$ cat config.mk
export PLATFORM = sky130hd
export DESIGN_NAME = acscr_top
export DESIGN_NICKNAME = d
export VERILOG_FILES = /design/src/include/acscr_pkg.sv /design/src/acscr_sync.sv /design/src/acscr_serial.sv /design/src/acscr_top.sv
export VERILOG_INCLUDE_DIRS = /design/src /design/src/include
export SDC_FILE = /design/constraint.sdc
export NUM_CORES = 1
export LEC_CHECK = 0
export BUFFER_PORTS_ARGS = -buffer_cell sky130_fd_sc_hd__buf_2
export CORE_ASPECT_RATIO = 1.1
export CORE_MARGIN = 2
export CORE_UTILIZATION = 55
export DETAILED_ROUTE_END_ITERATION = 12
export PLACE_DENSITY = 0.75
export SLEW_MARGIN = 20
export SYNTH_ARGS = -nofsm -noshare
export SYNTH_HDL_FRONTEND = slang
export SYNTH_SLANG_ARGS = --single-unit
export TNS_END_PERCENT = 50
$ cat constraint.sdc
create_clock -name CLK -period 12.9 [get_ports CLK]
set_clock_uncertainty 0.2 [all_clocks]
set_input_delay 1.29 -clock CLK [delete_from_list [all_inputs] [get_ports CLK]]
set_output_delay 1.29 -clock CLK [all_outputs]
set_load 0.01 [all_outputs]
$ cat src/include/acscr_consts.svh
// constants for the converter configuration register bank
// assumes a 20 MHz core clock and a serial port sampled by that clock
`ifndef ACSCR_CONSTS_SVH
`define ACSCR_CONSTS_SVH
`define ACSCR_ADDR_PAIR_A 4'h0
`define ACSCR_ADDR_PAIR_B 4'h1
`define ACSCR_ADDR_PAIR_C 4'h2
`define ACSCR_ADDR_PAIR_D 4'h3
`define ACSCR_ADDR_CHSEL 4'h4
`define ACSCR_ADDR_SYSCFG 4'h5
`define ACSCR_ADDR_IRQ 4'h6
`define ACSCR_OP_WRITE 2'h2
`define ACSCR_OP_READ 2'h1
`define ACSCR_FRAME_BITS 5'h10
`define ACSCR_DATA_FIRST_BIT 5'h08
`define ACSCR_RESET_BYTE 8'h00
`define ACSCR_PAIR_MASK 8'h3F
`define ACSCR_CHSEL_MASK 8'h07
`define ACSCR_IRQ_MASK 8'h8F
`define ACSCR_PULSE_NS 250
`define ACSCR_CLK_MHZ 20
`endif

$ cat src/include/acscr_pkg.sv
// types for the converter configuration register bank
// shared by the top module and its serial helper
package acscr_pkg;
    typedef struct packed {
        logic [1:0] odd_gain;
        logic polarity_odd;
        logic differential;
        logic [1:0] even_gain;
    } acscr_pair_t;
    typedef struct packed {
        logic [2:0] average_sel;
        logic irq_edge;
        logic pin_active_high;
        logic pin_is_busy;
        logic fifo_enable;
        logic start_from_read;
    } acscr_sys_t;
    typedef struct packed {
        logic fifo_not_empty;
        logic fifo_full;
        logic scan_ready;
        logic data_ready;
    } acscr_events_t;
    typedef struct packed {
        logic is_write;
        logic is_read;
        logic [3:0] addr;
        logic [7:0] data;
    } acscr_access_t;
endpackage

$ cat src/acscr_sync.sv
// two-flop synchroniser for pin inputs
// assumes inputs asynchronous to clk
`timescale 1ns/10ps
module acscr_sync #(
    parameter int WIDTH = 1
) (
    input wire logic clk,
    input wire logic rst_n,
    input wire logic [WIDTH-1:0] d,
    output logic [WIDTH-1:0] q
);
    logic [WIDTH-1:0] meta_reg;
    always_ff @(posedge clk or negedge rst_n) begin
        if (!rst_n) begin
            meta_reg <= '0;
            q <= '0;
        end else begin
            meta_reg <= d;
            q <= meta_reg;
        end
    end
endmodule // acscr_sync

$ cat src/acscr_serial.sv
// serial frame receiver/transmitter, oversampled by clk
// assumes synchronised select, clock and data inputs; mode 0 framing
`timescale 1ns/10ps
`include "acscr_consts.svh"
module acscr_serial (
    input wire logic clk,
    input wire logic rst_n,
    input wire logic cs_n,
    input wire logic sclk,
    input wire logic sdin,
    input wire logic [7:0] rd_data,
    output acscr_pkg::acscr_access_t acc,
    output logic acc_valid,
    output logic [3:0] rd_addr,
    output logic sdout,
    output logic sdout_oe
);
    logic sclk_d_reg;
    logic [4:0] cnt_reg;
    logic [15:0] shift_reg;
    logic [7:0] tx_reg;
    wire sclk_rise = sclk & ~sclk_d_reg & ~cs_n;
    wire sclk_fall = ~sclk & sclk_d_reg & ~cs_n;
    wire [15:0] frame = {shift_reg[14:0], sdin};
    wire frame_done = sclk_rise &&
        (cnt_reg == `ACSCR_FRAME_BITS - 5'h01);
    wire load_tx = sclk_fall && (cnt_reg == `ACSCR_DATA_FIRST_BIT);
    assign rd_addr = shift_reg[5:2];
    always_ff @(posedge clk or negedge rst_n) begin
        if (!rst_n) begin
            sclk_d_reg <= 1'b0;
            cnt_reg <= 5'h00;
            shift_reg <= 16'h0000;
            tx_reg <= 8'h00;
            acc <= '0;
            acc_valid <= 1'b0;
            sdout <= 1'b0;
            sdout_oe <= 1'b0;
        end else begin
            sclk_d_reg <= sclk;
            acc_valid <= frame_done;
            sdout_oe <= ~cs_n;
            if (cs_n) begin
                cnt_reg <= 5'h00;
                sdout <= 1'b0;
            end else if (sclk_rise) begin
                shift_reg <= frame;
                cnt_reg <= frame_done ? 5'h00 : cnt_reg + 5'h01;
            end
            if (frame_done) begin
                acc.is_write <= frame[15:14] == `ACSCR_OP_WRITE;
                acc.is_read <= frame[15:14] == `ACSCR_OP_READ;
                acc.addr <= frame[13:10];
                acc.data <= frame[7:0];
            end
            // read data leaves msb first from bit 8 onward
            if (load_tx) begin
                sdout <= rd_data[7];
                tx_reg <= {rd_data[6:0], 1'b0};
            end else if (sclk_fall && cnt_reg > `ACSCR_DATA_FIRST_BIT) begin
                sdout <= tx_reg[7];
                tx_reg <= {tx_reg[6:0], 1'b0};
            end else if (sclk_fall) begin
                sdout <= 1'b0;
            end
        end
    end
endmodule // acscr_serial

$ cat src/acscr_top.sv
// configuration register bank of an eight channel sampling converter
// assumes serial pins from a host, event levels from converter logic
`timescale 1ns/10ps
`include "acscr_consts.svh"
module acscr_top #(
    parameter int PULSE_NS = `ACSCR_PULSE_NS,
    parameter int CLK_MHZ = `ACSCR_CLK_MHZ
) (
    input wire logic CLK,
    input wire logic NRST,
    input wire logic SOFT_RESET,
    input wire logic CS_N,
    input wire logic SCLK,
    input wire logic SDIN,
    output logic SDOUT,
    output logic SDOUT_OE,
    input wire logic AUTO_SCAN_MODE,
    input wire logic CONV_BUSY,
    input wire logic RESULT_READ,
    input wire acscr_pkg::acscr_events_t EVENTS,
    output acscr_pkg::acscr_pair_t [3:0] PAIR_CFG,
    output logic [2:0] CHANNEL_SEL,
    output acscr_pkg::acscr_sys_t SYS_CFG,
    output logic POWER_DOWN,
    output logic [3:0] IRQ_ENABLE,
    output logic SERIAL_START,
    output logic BUSY_INT_PIN
);
    // pulse length rounded down, at least one cycle
    localparam int PULSE_RAW = (PULSE_NS * CLK_MHZ) / 1000;
    localparam int PULSE_CYC = PULSE_RAW < 1 ? 1 : PULSE_RAW;
    localparam logic [7:0] PULSE_LEN = 8'(PULSE_CYC);

    logic rst_meta_reg;
    logic rst_n_reg;
    logic [4:0] pin_sync;
    logic cs_n_s, sclk_s, sdin_s, soft_s, busy_s;
    acscr_pkg::acscr_access_t acc;
    logic acc_valid;
    logic [3:0] rd_addr;
    logic sdout_w, sdout_oe_w;
    logic [7:0] pair_reg [4];
    logic [7:0] chsel_reg;
    logic [7:0] sys_reg;
    logic [7:0] irq_reg;
    logic soft_d_reg;
    logic irq_level_d_reg;
    logic [7:0] pulse_cnt_reg;
    acscr_pkg::acscr_sys_t sys_f;
    logic [3:0] status_w;
    logic [7:0] rd_data;
    logic irq_level;
    logic irq_active;
    logic pin_active;

    // reset release through two flops
    always_ff @(posedge CLK or negedge NRST) begin
        if (!NRST) begin
            rst_meta_reg <= 1'b0;
            rst_n_reg <= 1'b0;
        end else begin
            rst_meta_reg <= 1'b1;
            rst_n_reg <= rst_meta_reg;
        end
    end

    acscr_sync #(.WIDTH(5)) u_sync (
        .clk(CLK),
        .rst_n(rst_n_reg),
        .d({~CS_N, SCLK, SDIN, SOFT_RESET, CONV_BUSY}),
        .q(pin_sync)
    );
    // select travels inverted so the synchroniser's reset reads deselected
    assign cs_n_s = ~pin_sync[4];
    assign sclk_s = pin_sync[3];
    assign sdin_s = pin_sync[2];
    assign soft_s = pin_sync[1];
    assign busy_s = pin_sync[0];

    acscr_serial u_serial (
        .clk(CLK),
        .rst_n(rst_n_reg),
        .cs_n(cs_n_s),
        .sclk(sclk_s),
        .sdin(sdin_s),
        .rd_data(rd_data),
        .acc(acc),
        .acc_valid(acc_valid),
        .rd_addr(rd_addr),
        .sdout(sdout_w),
        .sdout_oe(sdout_oe_w)
    );

    // soft reset is a rising edge of the synchronised SOFT_RESET pin
    wire soft_hit = soft_s & ~soft_d_reg;
    wire wr = acc_valid & acc.is_write;
    wire wr_pair = wr && acc.addr <= `ACSCR_ADDR_PAIR_D;
    wire wr_chsel = wr && acc.addr == `ACSCR_ADDR_CHSEL;
    wire wr_sys = wr && acc.addr == `ACSCR_ADDR_SYSCFG;
    wire wr_irq = wr && acc.addr == `ACSCR_ADDR_IRQ;
    wire [1:0] pair_idx = acc.addr[1:0];

    // raised flags: enabled and present; scan flag only in auto scan
    assign status_w[3] = irq_reg[3] & EVENTS.fifo_not_empty;
    assign status_w[2] = irq_reg[2] & EVENTS.fifo_full;
    assign status_w[1] = irq_reg[1] & EVENTS.scan_ready
        & AUTO_SCAN_MODE;
    assign status_w[0] = irq_reg[0] & EVENTS.data_ready;

    // read mux; unmapped addresses read zero
    always_comb begin
        rd_data = `ACSCR_RESET_BYTE;
        case (rd_addr)
            `ACSCR_ADDR_PAIR_A,
            `ACSCR_ADDR_PAIR_B,
            `ACSCR_ADDR_PAIR_C,
            `ACSCR_ADDR_PAIR_D: rd_data = pair_reg[rd_addr[1:0]];
            `ACSCR_ADDR_CHSEL: rd_data = chsel_reg;
            `ACSCR_ADDR_SYSCFG: rd_data = sys_reg;
            `ACSCR_ADDR_IRQ: rd_data = {irq_reg[7], 3'h0,
                status_w};
            default: rd_data = `ACSCR_RESET_BYTE;
        endcase
    end

    // registers; software reset restores defaults as hardware does
    // idle-only writes are the host's duty; accepted regardless
    always_ff @(posedge CLK or negedge rst_n_reg) begin
        if (!rst_n_reg) begin
            for (int i = 0; i < 4; i++) begin
                pair_reg[i] <= `ACSCR_RESET_BYTE;
            end
        end else if (soft_hit) begin
            for (int i = 0; i < 4; i++) begin
                pair_reg[i] <= `ACSCR_RESET_BYTE;
            end
        end else if (wr_pair) begin
            pair_reg[pair_idx] <= acc.data & `ACSCR_PAIR_MASK;
        end
    end

    always_ff @(posedge CLK or negedge rst_n_reg) begin
        if (!rst_n_reg) begin
            chsel_reg <= `ACSCR_RESET_BYTE;
        end else if (soft_hit) begin
            chsel_reg <= `ACSCR_RESET_BYTE;
        end else if (wr_chsel) begin
            chsel_reg <= acc.data & `ACSCR_CHSEL_MASK;
        end
    end

    always_ff @(posedge CLK or negedge rst_n_reg) begin
        if (!rst_n_reg) begin
            sys_reg <= `ACSCR_RESET_BYTE;
        end else if (soft_hit) begin
            sys_reg <= `ACSCR_RESET_BYTE;
        end else if (wr_sys) begin
            sys_reg <= acc.data;
        end
    end

    always_ff @(posedge CLK or negedge rst_n_reg) begin
        if (!rst_n_reg) begin
            irq_reg <= `ACSCR_RESET_BYTE;
        end else if (soft_hit) begin
            irq_reg <= `ACSCR_RESET_BYTE;
        end else if (wr_irq) begin
            irq_reg <= acc.data & `ACSCR_IRQ_MASK;
        end
    end

    // interrupt shaping: level, or a fixed pulse on each new rise
    assign sys_f = sys_reg;
    assign irq_level = |status_w;
    wire irq_rise = irq_level & ~irq_level_d_reg;
    assign irq_active = sys_f.irq_edge ? (pulse_cnt_reg != 8'h00)
        : irq_level;
    // pin content and polarity chosen by the system register
    assign pin_active = sys_f.pin_is_busy ? busy_s : irq_active;
    wire pin_level = sys_f.pin_active_high ? pin_active
        : ~pin_active;
    wire serial_start_next = RESULT_READ & sys_f.start_from_read;

    // edge history for the soft reset and the pulse start
    always_ff @(posedge CLK or negedge rst_n_reg) begin
        if (!rst_n_reg) begin
            soft_d_reg <= 1'b0;
            irq_level_d_reg <= 1'b0;
        end else begin
            soft_d_reg <= soft_s;
            irq_level_d_reg <= irq_level;
        end
    end

    always_ff @(posedge CLK or negedge rst_n_reg) begin
        if (!rst_n_reg) begin
            pulse_cnt_reg <= 8'h00;
        end else if (soft_hit) begin
            pulse_cnt_reg <= 8'h00;
        end else if (irq_rise && sys_f.irq_edge) begin
            pulse_cnt_reg <= PULSE_LEN;
        end else if (pulse_cnt_reg != 8'h00) begin
            pulse_cnt_reg <= pulse_cnt_reg - 8'h01;
        end
    end

    // every output is a flop copy of what it reports
    always_ff @(posedge CLK or negedge rst_n_reg) begin
        if (!rst_n_reg) begin
            PAIR_CFG <= '0;
        end else begin
            for (int i = 0; i < 4; i++) begin
                PAIR_CFG[i] <= pair_reg[i][5:0];
            end
        end
    end

    always_ff @(posedge CLK or negedge rst_n_reg) begin
        if (!rst_n_reg) begin
            CHANNEL_SEL <= 3'h0;
        end else begin
            CHANNEL_SEL <= chsel_reg[2:0];
        end
    end

    always_ff @(posedge CLK or negedge rst_n_reg) begin
        if (!rst_n_reg) begin
            SYS_CFG <= '0;
        end else begin
            SYS_CFG <= sys_f;
        end
    end

    always_ff @(posedge CLK or negedge rst_n_reg) begin
        if (!rst_n_reg) begin
            POWER_DOWN <= 1'b0;
            IRQ_ENABLE <= 4'h0;
        end else begin
            POWER_DOWN <= irq_reg[7];
            IRQ_ENABLE <= irq_reg[3:0];
        end
    end

    always_ff @(posedge CLK or negedge rst_n_reg) begin
        if (!rst_n_reg) begin
            SERIAL_START <= 1'b0;
        end else begin
            SERIAL_START <= serial_start_next;
        end
    end

    // idle level of the default active-low pin is high
    always_ff @(posedge CLK or negedge rst_n_reg) begin
        if (!rst_n_reg) begin
            BUSY_INT_PIN <= 1'b1;
        end else begin
            BUSY_INT_PIN <= pin_level;
        end
    end

    always_ff @(posedge CLK or negedge rst_n_reg) begin
        if (!rst_n_reg) begin
            SDOUT <= 1'b0;
            SDOUT_OE <= 1'b0;
        end else begin
            SDOUT <= sdout_w;
            SDOUT_OE <= sdout_oe_w;
        end
    end
endmodule // acscr_top

Word-level counts from Yosys, hierarchy flattened
Index checks and enable logic that the tools add are counted.

Reduce and logical (&&, ||, !) cells: 20. Equality and inequality tests: 14. Add/subtract/negate cells: 2. Mux-type cells: 30. $lt $le $gt $ge: 5. Bitwise logic cells: 21.

Operators with widths (number): $mux 8 (14); $mux 32 (2); $bwmux 32 (1); $pmux 8 s4 (1); $eq 4x3->1 const B (6); $bmux 8 s2 (1); $demux 8 s2 (1); $mux 5 (3); $and 1x1->1 (13); $eq 5x4->1 const B (2); $reduce_bool 2->1 (5); $logic_and 1x1->1 (9); $eq 4x2->1 const B (2); $reduce_bool 8->1 (1); $reduce_or 4->1 (2); $sub 8x1->8 const B (1); $mux 1 (7); $ge 3x3->1 const B (2); $not 1->1 (6); $not 2->3 (2); $add 5x1->5 const B (1); $gt 5x4->1 const B (1); $eq 4x1->1 const B (1); $le 4x2->1 const B (1); other kinds (7) (7).

Output and inout port bits: 44. Flip-flop bits (word level): 167. Logic and storage cells: 145.

Depth between registers and ports, before layout
Gate-level depths: netlist of the first run.

Depth in word-level cells: 8. Depth in mapped cells: 7.

Modules after synthesis
Synthesis of the first run repeated with hierarchy kept, for this count alone.

Cells, all modules: 444. Area total of the unflattened synthesis: 5967.0 um^2.

By module, submodules not included: acscr_top (area an instance 3791.1 um^2, times used 1, cells an instance 299); acscr_serial (area an instance 1925.6 um^2, times used 1, cells an instance 135); acscr_sync (area an instance 250.2 um^2, times used 1, cells an instance 10).

Worst setup path after synthesis of the first run
No wires, ideal clock.

Path kind: input to register. From: input EVENTS[3] in the netlist's numbering. To: register pulse_cnt_reg[1]. Path slack: 10.266 ns. Stages on the path: 5. Data arrival time: 2.348 ns. Cell sequence: a222oi_1 -> a21oi_1 -> or2_1 -> buf_6 -> a211oi_2.

Cells in the longest elaborated chain, start to end: 6. Elaborated cells between the ends (all ways): 7.

Ends and longest elaborated chain: start: declaration (line acscr_top.sv:20) `input wire acscr_pkg::acscr_events_t EVENTS,`; $and 1x1->1 * (line acscr_top.sv:104) `assign status_w[3] = irq_reg[3] & EVENTS.fifo_not_empty;`; $reduce_or 4->1 * (line acscr_top.sv:174) `assign irq_level = |status_w;`; $and 1x1->1 * (line acscr_top.sv:175) `wire irq_rise = irq_level & ~irq_level_d_reg;`; $logic_and 1x1->1 * (line acscr_top.sv:200) `end else if (irq_rise && sys_f.irq_edge) begin`; $mux 8 (line acscr_top.sv:200); $mux 8 (line acscr_top.sv:198) `end else if (soft_hit) begin`; end signal: assignment (line acscr_top.sv:203) `pulse_cnt_reg <= pulse_cnt_reg - 8'h01;`; end: declaration (line acscr_top.sv:48) `logic [7:0] pulse_cnt_reg;`.

Mark *: on every way between the ends. The rest lies on a longest branch, timed or not. A chain may end at the register's enable or synchronous reset.

Worst setup path in the final report of the first run
From: register BUSY_INT_PIN. To: output BUSY_INT_PIN.

RTL lines: start: declaration (line acscr_top.sv:27) `output logic BUSY_INT_PIN`; start signal: assignment (line acscr_top.sv:257) `BUSY_INT_PIN <= pin_level;`.

No word-level cell between the ends.

==> results of run 1 <==
==> metal layers <==
| metal | up-vias | GRT usage (%) | part of all wire (%) |
|---|---|---|---|
| met5 | - | 0 | 0 |
| met4 | 0 | 7.911 | 1.6 |
| met3 | 14 | 5.587 | 4.3 |
| met2 | 90 | 33.03 | 50 |
| met1 | 1816 | 29.92 | 44 |
| li1 | 1682 | - | - |
==> worst min path at each step <==
stage / from / to / cells after the start
final: u_sync.meta_reg[2]$_DFF_PN0_ / u_sync.q[2]$_DFF_PN0_ / 0
after global routing: u_sync.meta_reg[2]$_DFF_PN0_ / u_sync.q[2]$_DFF_PN0_ / 0
after CTS: u_sync.meta_reg[2]$_DFF_PN0_ / u_sync.q[2]$_DFF_PN0_ / 0
after detailed placement: u_sync.meta_reg[2]$_DFF_PN0_ / u_sync.q[2]$_DFF_PN0_ / 0
after global placement: u_sync.meta_reg[4]$_DFF_PN0_ / u_sync.q[4]$_DFF_PN0_ / 0
after floorplan: u_serial.sdout_oe$_DFF_PN0_ / SDOUT_OE$_DFF_PN0_ / 0
==> logic make-up after synthesis <==
kind of cell             count (synthesis)
flip-flops                             150
AND/OR/NAND/NOR                        134
multiplexers                            76
AO/OA/AOI/OAI                           51
buffers and inverters                   31
XOR/XNOR                                 7
adder cells (fa/ha/maj)                  4
other                                    1
==> layout make-up <==
cell class / count / area share, %
clock buffer: 18 / 6.439
clock inverter: 14 / 2.605
inverter: 7 / 0.3853
multi-input combinational: 273 / 28.23
sequential: 150 / 55.11
tap: 143 / 2.623
timing repair buffer: 60 / 4.605
==> placed cells by master (no fill, tap or decap), types with 3 or more instances in the layout <==
| cell type | count |
|---|---|
| dfrtp_1 | 148 |
| nand3b_1 | 6 |
| bufinv_16 | 3 |
| buf_2 | 56 |
| a21oi_1 | 17 |
| nor3_1 | 3 |
| ha_1 | 4 |
| nor3b_1 | 3 |
| nand2b_1 | 5 |
| inv_1 | 7 |
| mux2i_1 | 49 |
| o22ai_1 | 11 |
| nand3_1 | 12 |
| mux2_1 | 27 |
| buf_4 | 3 |
| nor2_1 | 55 |
| xnor2_1 | 5 |
| clkinv_4 | 7 |
| o21ai_1 | 6 |
| a31oi_1 | 4 |
| clkbuf_16 | 17 |
| nand2_1 | 27 |
| or3b_1 | 3 |
| nand4b_1 | 3 |
==> power groups by stage <==
stage	combinational (mW)	sequential (mW)	clock, mW
after floorplan	0.107	0.528	0
after global placement	0.108	0.551	0
final	0.112	0.544	0.507
after CTS	0.114	0.544	0.512
after detailed placement	0.113	0.552	0
after global routing	0.127	0.549	0.531
==> per-stage QoR <==
| stage | std cells | power [mW] | worst slack [ns] | utilization (%) | hold WS [ns] |
|---|---|---|---|---|---|
| floorplan | 454 | 0.6356 | 8.213 | - | 0.1312 |
| global placement | 633 | 0.6589 | 10.06 | 59.93 | 0.1317 |
| detailed placement | 633 | 0.6654 | 10.05 | 59.93 | 0.1364 |
| CTS | 665 | 1.169 | 10.36 | 65.89 | 0.1511 |
| global route | 665 | 1.208 | 10.34 | 65.93 | 0.1644 |
| finish | 665 | 1.163 | 10.37 | 65.93 | 0.1479 |
==> metrics.cfg, run 1 <==
[logic_synthesis]
async_flop_share_pct = 100.0
synthAdderAreaFrac_pct = 0.8608
synth_common_cells = dfrtp_1, nor2_1, mux2i_1
synth_edf_count = 0
post_synth_and_or_nand_nor_area_fraction_pct = 11.81
synth_top_family_by_area = multiplexers
synth_ff_type = dfrtp_1
mappedNetlistArea_mm2 = 0.005814
yosys.area.top_type = dfrtp_1
yosys.area_share.xor_xnor_pct = 1.054
ys_ff_latch = 150
syn_area_per_cell_um2 = 12.81
syn_inst = 454
synth_most_common_cell = dfrtp_1
syn_nets = 471
yosysWarnings = 0
ys_seq_area_share_pct = 64.58
synthMuxAreaShare_pct = 13.66
synth_compound_area_share_pct = 5.617
ys_types = 51
synth_top_area_share_pct = 64.13
netlist_top_cells_area = dfrtp_1, mux2i_1, mux2_1, nor2_1, nand2_1

[drt]
drc = 0
ant_nets = 0
vias_per_cell = 5.417
dr.pass1.iters = 4
drt-initial-drc-count = 186
wire_per_inst_um = 16.82
route.vias.total = 3602
routed_wl_um = 11190

[worst_setup_path]
r2r_end = sys_f[3]$_DFFE_PN0P_
cp-startpoint = BUSY_INT_PIN$_DFF_PN1_
cp.arrival_ns = 1.04
slowest_stage = dfstp_2
timing.rr.start = u_serial.acc[11]$_DFFE_PN0P_
worst_setup_path_end_kind = output pin
worstSetupStartpointType = flop
path_cells = buf_2
worstPathMaxFanout = 1
critical_path_depth = 1
max_stage_delay_ns = 0.51
r2r_setup_slack_ns = 10.57
crit_required_ns = 11.41
worst-path-buf-inv = 1
crit_end = BUSY_INT_PIN
critPathTopFamily = flip-flops
crit_type = reg2out
ff2ff_path_depth = 5

[placement]
finalWeightedCongestion = 0.8923
hpwl_um = 7316
place_area_mm2 = 0.006200
port-buffer-count = 56

[clock_network]
post_cts_buffers = 0
cts_tree = built
numCtsBuffers = 17
ctsHoldBuffers = 0
clock_tree.root_cell = clkbuf_16
clk_pin_slew_ns = 0.06
clk_latency_ns = 0.42
cts_sinks = 150
cts-resized-gates = 0
htreeDepth = 4
clockBufferDepth = 2

[finish]
fillers = 810
nets = 526
ff_latch_area_mm2 = 0.003759
multiInputGateArea_mm2 = 0.001926
area_growth_syn_to_layout_pct = 17.30
postLayoutCellArea_mm2 = 0.006820
antenna_cells = 0
drive_gt1_share_pct = 18.77

[timing]
drv_slew = 0
tns_ns = 0
setup_violations = 0
worst-slew-pin-transition_ns = 0.9492
slew_headroom_pct = 36.72
rsz0062_at_grt = no
finalHoldViolCount = 0
fmax_mhz = 394.7
period_share_pct = 19.64
fin_crit_ns = 2.533

[pwr]
p_switching_mw = 0.3002
p_seq_share_pct = 46.8
peakVddDrop_v = 0.00009937
power.density_mw_per_mm2 = 170.6
clock_power_share_pct = 43.6
switching_share_pct = 25.80
combPwrFrac_pct = 9.7
power_leakage_nw = 3.436
p_int_mw = 0.8632

[global_route]
grt_max_degree = 94
overflow = 0
gr-usage-all-layers_pct = 21.55
grt_pass1_wl_um = 18640
grt_pass1_vias = 3629
antenna_found_initial = 0

[status]
status = finished clean

[floorplan]
die_w_um = 102.0
placementRows = 39
die_h_um = 111.8
start_util_pct = 56.20
dieArea_mm2 = 0.01141
io-pin-count = 57
core_mm2 = 0.01034

[min_path]
hold_class = reg2reg

[job]
drv_cap = 0

Power figures use the tool's default switching activity.
==> run 2: changes to the inputs <==
--- a/config.mk
+++ b/config.mk
@@ -6,10 +6,11 @@
 export SDC_FILE = /design/constraint.sdc
 export NUM_CORES = 1
 export LEC_CHECK = 0
+export ABC_AREA = 1
 export BUFFER_PORTS_ARGS = -buffer_cell sky130_fd_sc_hd__buf_2
 export CORE_ASPECT_RATIO = 1.1
 export CORE_MARGIN = 2
-export CORE_UTILIZATION = 55
+export CORE_UTILIZATION = 53
 export DETAILED_ROUTE_END_ITERATION = 12
 export PLACE_DENSITY = 0.75
 export SLEW_MARGIN = 20
==> constraint.sdc (replaced) <==
create_clock -name CLK -period 2.2 [get_ports CLK]
set_clock_uncertainty 0.2 [all_clocks]
set_input_delay 0.22 -clock CLK [delete_from_list [all_inputs] [get_ports CLK]]
set_output_delay 0.22 -clock CLK [all_outputs]
set_load 0.01 [all_outputs]
==> metrics.cfg, run 2 <==
[timing]
setup_violations = 0
hold_slack_ns = 0.1035
period_share_pct = 85.46
fmax_mhz = 531.9
tns_ns = 0
finalWorstSetupSlack_ns = 0.3198
finalHoldViolCount = 0
slew_headroom_pct = 57.89
drv_slew = 0
rsz0062_at_grt = no
worst-slew-pin-transition_ns = 0.6310
fin_crit_ns = 1.880

[global_route]
antenna_found_initial = 0
gr-usage-all-layers_pct = 22.86
overflow = 0
grt_pass1_wl_um = 21480
grt_pass1_vias = 4482
grt_max_degree = 52

[logic_synthesis]
ys_types = 36
ys_ff_latch = 150
syn_inst = 605
syn_area_per_cell_um2 = 9.857
synth_top_area_share_pct = 62.53
synth_common_cells = nand2_1, dfrtp_1, inv_1
async_flop_share_pct = 100.0
synth_ff_type = dfrtp_1
synth_edf_count = 0
yosys.area.top_type = dfrtp_1
ys_seq_area_share_pct = 62.97
mappedNetlistArea_mm2 = 0.005963
syn_nets = 622
yosysWarnings = 0
synth_most_common_cell = nand2_1
netlist_top_cells_area = dfrtp_1, nand2_1, o21ai_0, inv_1, nand3_1

[drt]
drt-initial-drc-count = 283
wire_per_inst_um = 14.84
route.vias.total = 4428
vias_per_cell = 5.259
ant_nets = 0
routed_wl_um = 12500
dr.pass1.iters = 5
drc = 0

[finish]
final_cell_count_no_fill = 842
nets = 700
drive_gt1_share_pct = 20.72
final_cell_mix = nand2_1, dfrtp_1, inv_1, buf_2, o21ai_0
area_growth_syn_to_layout_pct = 19.41
fillers = 863
antenna_cells = 0
final_common_cell = nand2_1

[pwr]
peakVddDrop_v = 0.0004594
power_leakage_nw = 3.625
power.density_mw_per_mm2 = 873.3

[placement]
port-buffer-count = 56
hpwl_um = 8467
dp.cells = 801
finalWeightedCongestion = 0.9109
pre_cts_slack_ns = 0.3710

[floorplan]
dieArea_mm2 = 0.01212
io-pin-count = 57
die_h_um = 115.3
die_w_um = 105.1
core_mm2 = 0.01096
start_util_pct = 54.41
placementRows = 40

[status]
status = finished clean

[min_path]
hold_class = reg2async

[clock_network]
clock_tree.root_cell = clkbuf_16
clockBufferDepth = 2
cts_tree = built
clk_pin_slew_ns = 0.06
cts_sinks = 150
numCtsBuffers = 17
htreeDepth = 4
clk_latency_ns = 0.41
cts-resized-gates = 0

[worst_setup_path]
r2r_setup_slack_ns = 0.32
slowest_stage = inv_1
path_cells = inv_1, nor2_4, inv_1, nand2_1, o21ai_0
max_stage_delay_ns = 0.47
r2r_end = pair_reg[13]$_DFFE_PN0P_
critical_path.most_common_cell = inv_1
crit_type = reg2reg
crit_required_ns = 2.33
timing.rr.start = u_sync.q[1]$_DFF_PN0_
worstPathMaxFanout = 19
worst_setup_path_end_kind = flop
cp.arrival_ns = 2.01
ff2ff_path_depth = 5
worstSetupStartpointType = flop

[job]
drv_cap = 0

[run 2: cell types whose count changed in the layout (fill, tap and decap cells not counted), sizes merged, moves of 4 or more]
cell / previous run / this run
dlygate4sd3: 0 / 10
inv: 8 / 63
o22ai: 11 / 5
nor2: 55 / 49
nand2: 27 / 176
mux2i: 49 / 0
mux2: 27 / 0
xnor2: 5 / 0
nand3b: 6 / 2
o21ai: 6 / 72
nand3: 12 / 40
clkinv: 9 / 5
nand2b: 5 / 0
[run 2: how the worst max path moves through the flow]
stage	cells after the start	endpoint	from	slack [ns]
floorplan	0	CHANNEL_SEL[0]$_DFF_PN0_	rst_n_reg$_DFF_PN0_	0.43
global placement	6	u_serial.acc[4]$_DFFE_PN0P_	u_serial.sclk_d_reg$_DFF_PN0_	0.46
detailed placement	5	pair_reg[13]$_DFFE_PN0P_	u_sync.q[1]$_DFF_PN0_	0.37
CTS	5	pair_reg[24]$_DFFE_PN0P_	soft_d_reg$_DFF_PN0_	0.34
global route	5	pair_reg[13]$_DFFE_PN0P_	u_sync.q[1]$_DFF_PN0_	0.17
finish	5	pair_reg[13]$_DFFE_PN0P_	u_sync.q[1]$_DFF_PN0_	0.32
[run 2: cells by family (layout without fill, tap and decap cells)]
logic type	Yosys count	after routing	share of synthesized area (%)
DFF	150	150	62.97
buffers and inverters	76	166	5.707
adders and majority gates	4	4	0.8393
and+or+nand+nor	278	278	20.60
xor gates and xnor gates	2	2	0.2938
other	1	1	0.06289
AOI/OAI and AO/OA	94	94	9.526
[run 2: power by group]
group,internal [mW],switching (mW)
clock,1.92,1.09
sequential,2.82,0.0671
combinational,0.0875,0.233
[run 2: area by class of cell]
cell class              instances  area (um2)  share of cell area (%)
flip-flops and latches        150        3759                   52.79
well taps                     147       183.9                   2.583
inverters                      62       232.7                   3.268
clock buffers                  18       439.2                   6.168
clock inverters                13       180.2                   2.530
multi-input cells             379        1868                   26.23
repair buffers                 73       457.9                   6.431
[run 2: layer usage]
layer,GRT usage [%],up-vias,wire (um)
met1,29.07,2153,5286
met5,0,-,0
li1,-,2080,-
met3,5.329,32,713
met4,8.622,0,321
met2,38.61,163,6176
[run 2: stage by stage]
stage / util [%] / total power, mW / area [um2]
floorplan: - / 3.144 / 5967
detailed placement: 58.40 / 3.240 / 6401
CTS: 64.97 / 6.270 / 7121
global route: 64.97 / 6.470 / 7121
global placement: 58.40 / 3.231 / 6401
finish: 64.97 / 6.218 / 7121
[run 2: timing repair]
action | 4_1_cts | 5_1_grt
buffers inserted | 0 | 0
hold endpoints to repair | 9 | 0
hold buffers | 10 | 0
[run 2: worst max-delay path: cells and delay by family (launching register included)]
family	cells	cell delay, ns
compound gates	1	0.26
buf+inv	2	0.56
flops	1	0.38
simple gates	2	0.39
==> run 3: changes to the inputs <==
--- a/config.mk
+++ b/config.mk
@@ -6,10 +6,8 @@
 export SDC_FILE = /design/constraint.sdc
 export NUM_CORES = 1
 export LEC_CHECK = 0
-export ABC_AREA = 1
 export BUFFER_PORTS_ARGS = -buffer_cell sky130_fd_sc_hd__buf_2
 export CORE_ASPECT_RATIO = 1.1
-export CORE_MARGIN = 2
 export CORE_UTILIZATION = 53
 export DETAILED_ROUTE_END_ITERATION = 12
 export PLACE_DENSITY = 0.75
==> metrics.cfg, run 3 (synthesis gave the netlist of run 1 again) <==
[finish]
post-route-util_pct = 66.80
multiInputGateArea_mm2 = 0.001926
final_cell_count_no_fill = 691
antenna_cells = 0
ff_latch_area_mm2 = 0.003759
final_common_cell = dfrtp_1
nets = 552
postLayoutCellArea_mm2 = 0.007041
final_cell_mix = dfrtp_1, buf_2, nor2_1
fillers = 789
drive_gt1_share_pct = 20.07
area_growth_syn_to_layout_pct = 21.09

[timing]
fin_crit_ns = 1.985
fmax_mhz = 503.7
slew_headroom_pct = 66.88
setup_violations = 0
finalHoldViolCount = 0
rsz0062_at_grt = no
period_share_pct = 90.25
worst-slew-pin-transition_ns = 0.4843
tns_ns = 0
drv_slew = 0

[drt]
dr.pass1.iters = 4
vias_per_cell = 5.436
routed_wl_um = 11730
ant_nets = 0
drt-initial-drc-count = 163
route.vias.total = 3756
drc = 0
wire_per_inst_um = 16.97

[floorplan]
placementRows = 39
dieArea_mm2 = 0.01139
start_util_pct = 55.16
core_mm2 = 0.01054
die_w_um = 101.9
io-pin-count = 57
die_h_um = 111.9

[clock_network]
post_cts_buffers = 0
cts-resized-gates = 0
clk_pin_slew_ns = 0.06
clock_tree.root_cell = clkbuf_16
clk_latency_ns = 0.42
cts_tree = built
numCtsBuffers = 17
htreeDepth = 4
cts_sinks = 150
clockBufferDepth = 2

[placement]
finalWeightedCongestion = 0.8290
port-buffer-count = 56
dp.cells = 646
hpwl_um = 7589
place_area_mm2 = 0.006335

[min_path]
hold_class = in2reg
hold_path.startpoint = EVENTS[0]

[worst_setup_path]
worstPathMaxFanout = 15
worst_setup_path_end_kind = flop
max_stage_delay_ns = 0.42
cp-startpoint = u_serial.cnt_reg[1]$_DFFE_PN0P_
path_cells = ha_1, and4b_1, and3_1, buf_4, mux2_1
cp.arrival_ns = 2.08
crit_required_ns = 2.30
worstSetupStartpointType = flop
crit_type = reg2reg
timing.rr.start = u_serial.cnt_reg[1]$_DFFE_PN0P_
slowest_stage = dfrtp_1

[status]
status = finished clean

[global_route]
grt_max_degree = 55
grt_pass1_vias = 3800
antenna_found_initial = 0
gr-usage-all-layers_pct = 23.00
grt_pass1_wl_um = 19260
overflow = 0

[pwr]
peakVddDrop_v = 0.0005597
power.density_mw_per_mm2 = 953.4
power_leakage_nw = 3.535

[job]
drv_cap = 0

## run 3: cell types whose count changed in the layout (fill, tap and decap cells not counted), sizes merged, moves of 6 or more
| cell | previous run | this run |
|---|---|---|
| o21ai | 72 | 6 |
| nor2 | 49 | 55 |
| nand3 | 40 | 12 |
| mux2i | 0 | 49 |
| inv | 63 | 7 |
| o22ai | 5 | 11 |
| mux2 | 0 | 27 |
| nand2 | 176 | 27 |
| buf | 63 | 73 |
## run 3: per-layer routing
metal / GRT usage [%] / up-vias / part of all wire, %
met5: 0 / - / 0
met4: 9.619 / 0 / 2.2
met3: 6.654 / 24 / 4.6
met2: 35.99 / 111 / 49
met1: 30.02 / 1889 / 44
li1: - / 1732 / -
## run 3: stage by stage
step | hold slack, ns | setup slack [ns] | total power [mW]
floorplan | -0.2756 | 0.2920 | 3.727
global placement | -0.1945 | 0.2455 | 3.925
detailed placement | -0.1915 | 0.2076 | 3.951
CTS | 0.1241 | 0.2207 | 6.743
global route | 0.1339 | 0.03755 | 6.975
finish | 0.1350 | 0.2146 | 6.713
## run 3: repair_timing
| item | CTS | global route |
|---|---|---|
| hold endpoints to repair | 16 | 0 |
| hold buffers | 13 | 0 |
| setup endpoints to repair | 0 | 0 |
## run 3: worst paths after layout
check / end / slack, ns / cells after the start
min in group asynchronous: u_sync.q[2]$_DFF_PN0_ / 0.15 / 1
worst max register to register: u_serial.acc[11]$_DFFE_PN0P_ / 0.21 / 5
worst min-delay path: BUSY_INT_PIN$_DFF_PN1_ / 0.14 / 5
worst max-delay path: u_serial.acc[11]$_DFFE_PN0P_ / 0.21 / 5
worst min register to register: u_sync.q[2]$_DFF_PN0_ / 0.15 / 1
max in group asynchronous: pulse_cnt_reg[7]$_DFFE_PN0P_ / 0.89 / 1
## run 3: final cells by class
class | instances | share of cell area (%)
flip-flops and latches | 150 | 53.39
multi-input cells | 273 | 27.35
repair buffers | 86 | 8.175
clock buffers | 19 | 6.291
well taps | 143 | 2.541
clock inverters | 13 | 1.884
inverters | 7 | 0.3732
## run 3: worst max-delay path: cells and delay by family, from the launching register on
kind,cells,cell delay (ns)
AND/OR/NAND/NOR,2,0.43
buffers and inverters,1,0.24
flip-flops,1,0.42
adder cells (fa/ha/maj),1,0.21
multiplexers,1,0.36
## run 3: power by group
part	switching (mW)	internal [mW]	total [mW]
Combinational	0.417	0.390	0.807
Sequential	0.205	2.91	3.11
Clock	1.11	1.69	2.79
Total	1.73	4.98	6.71
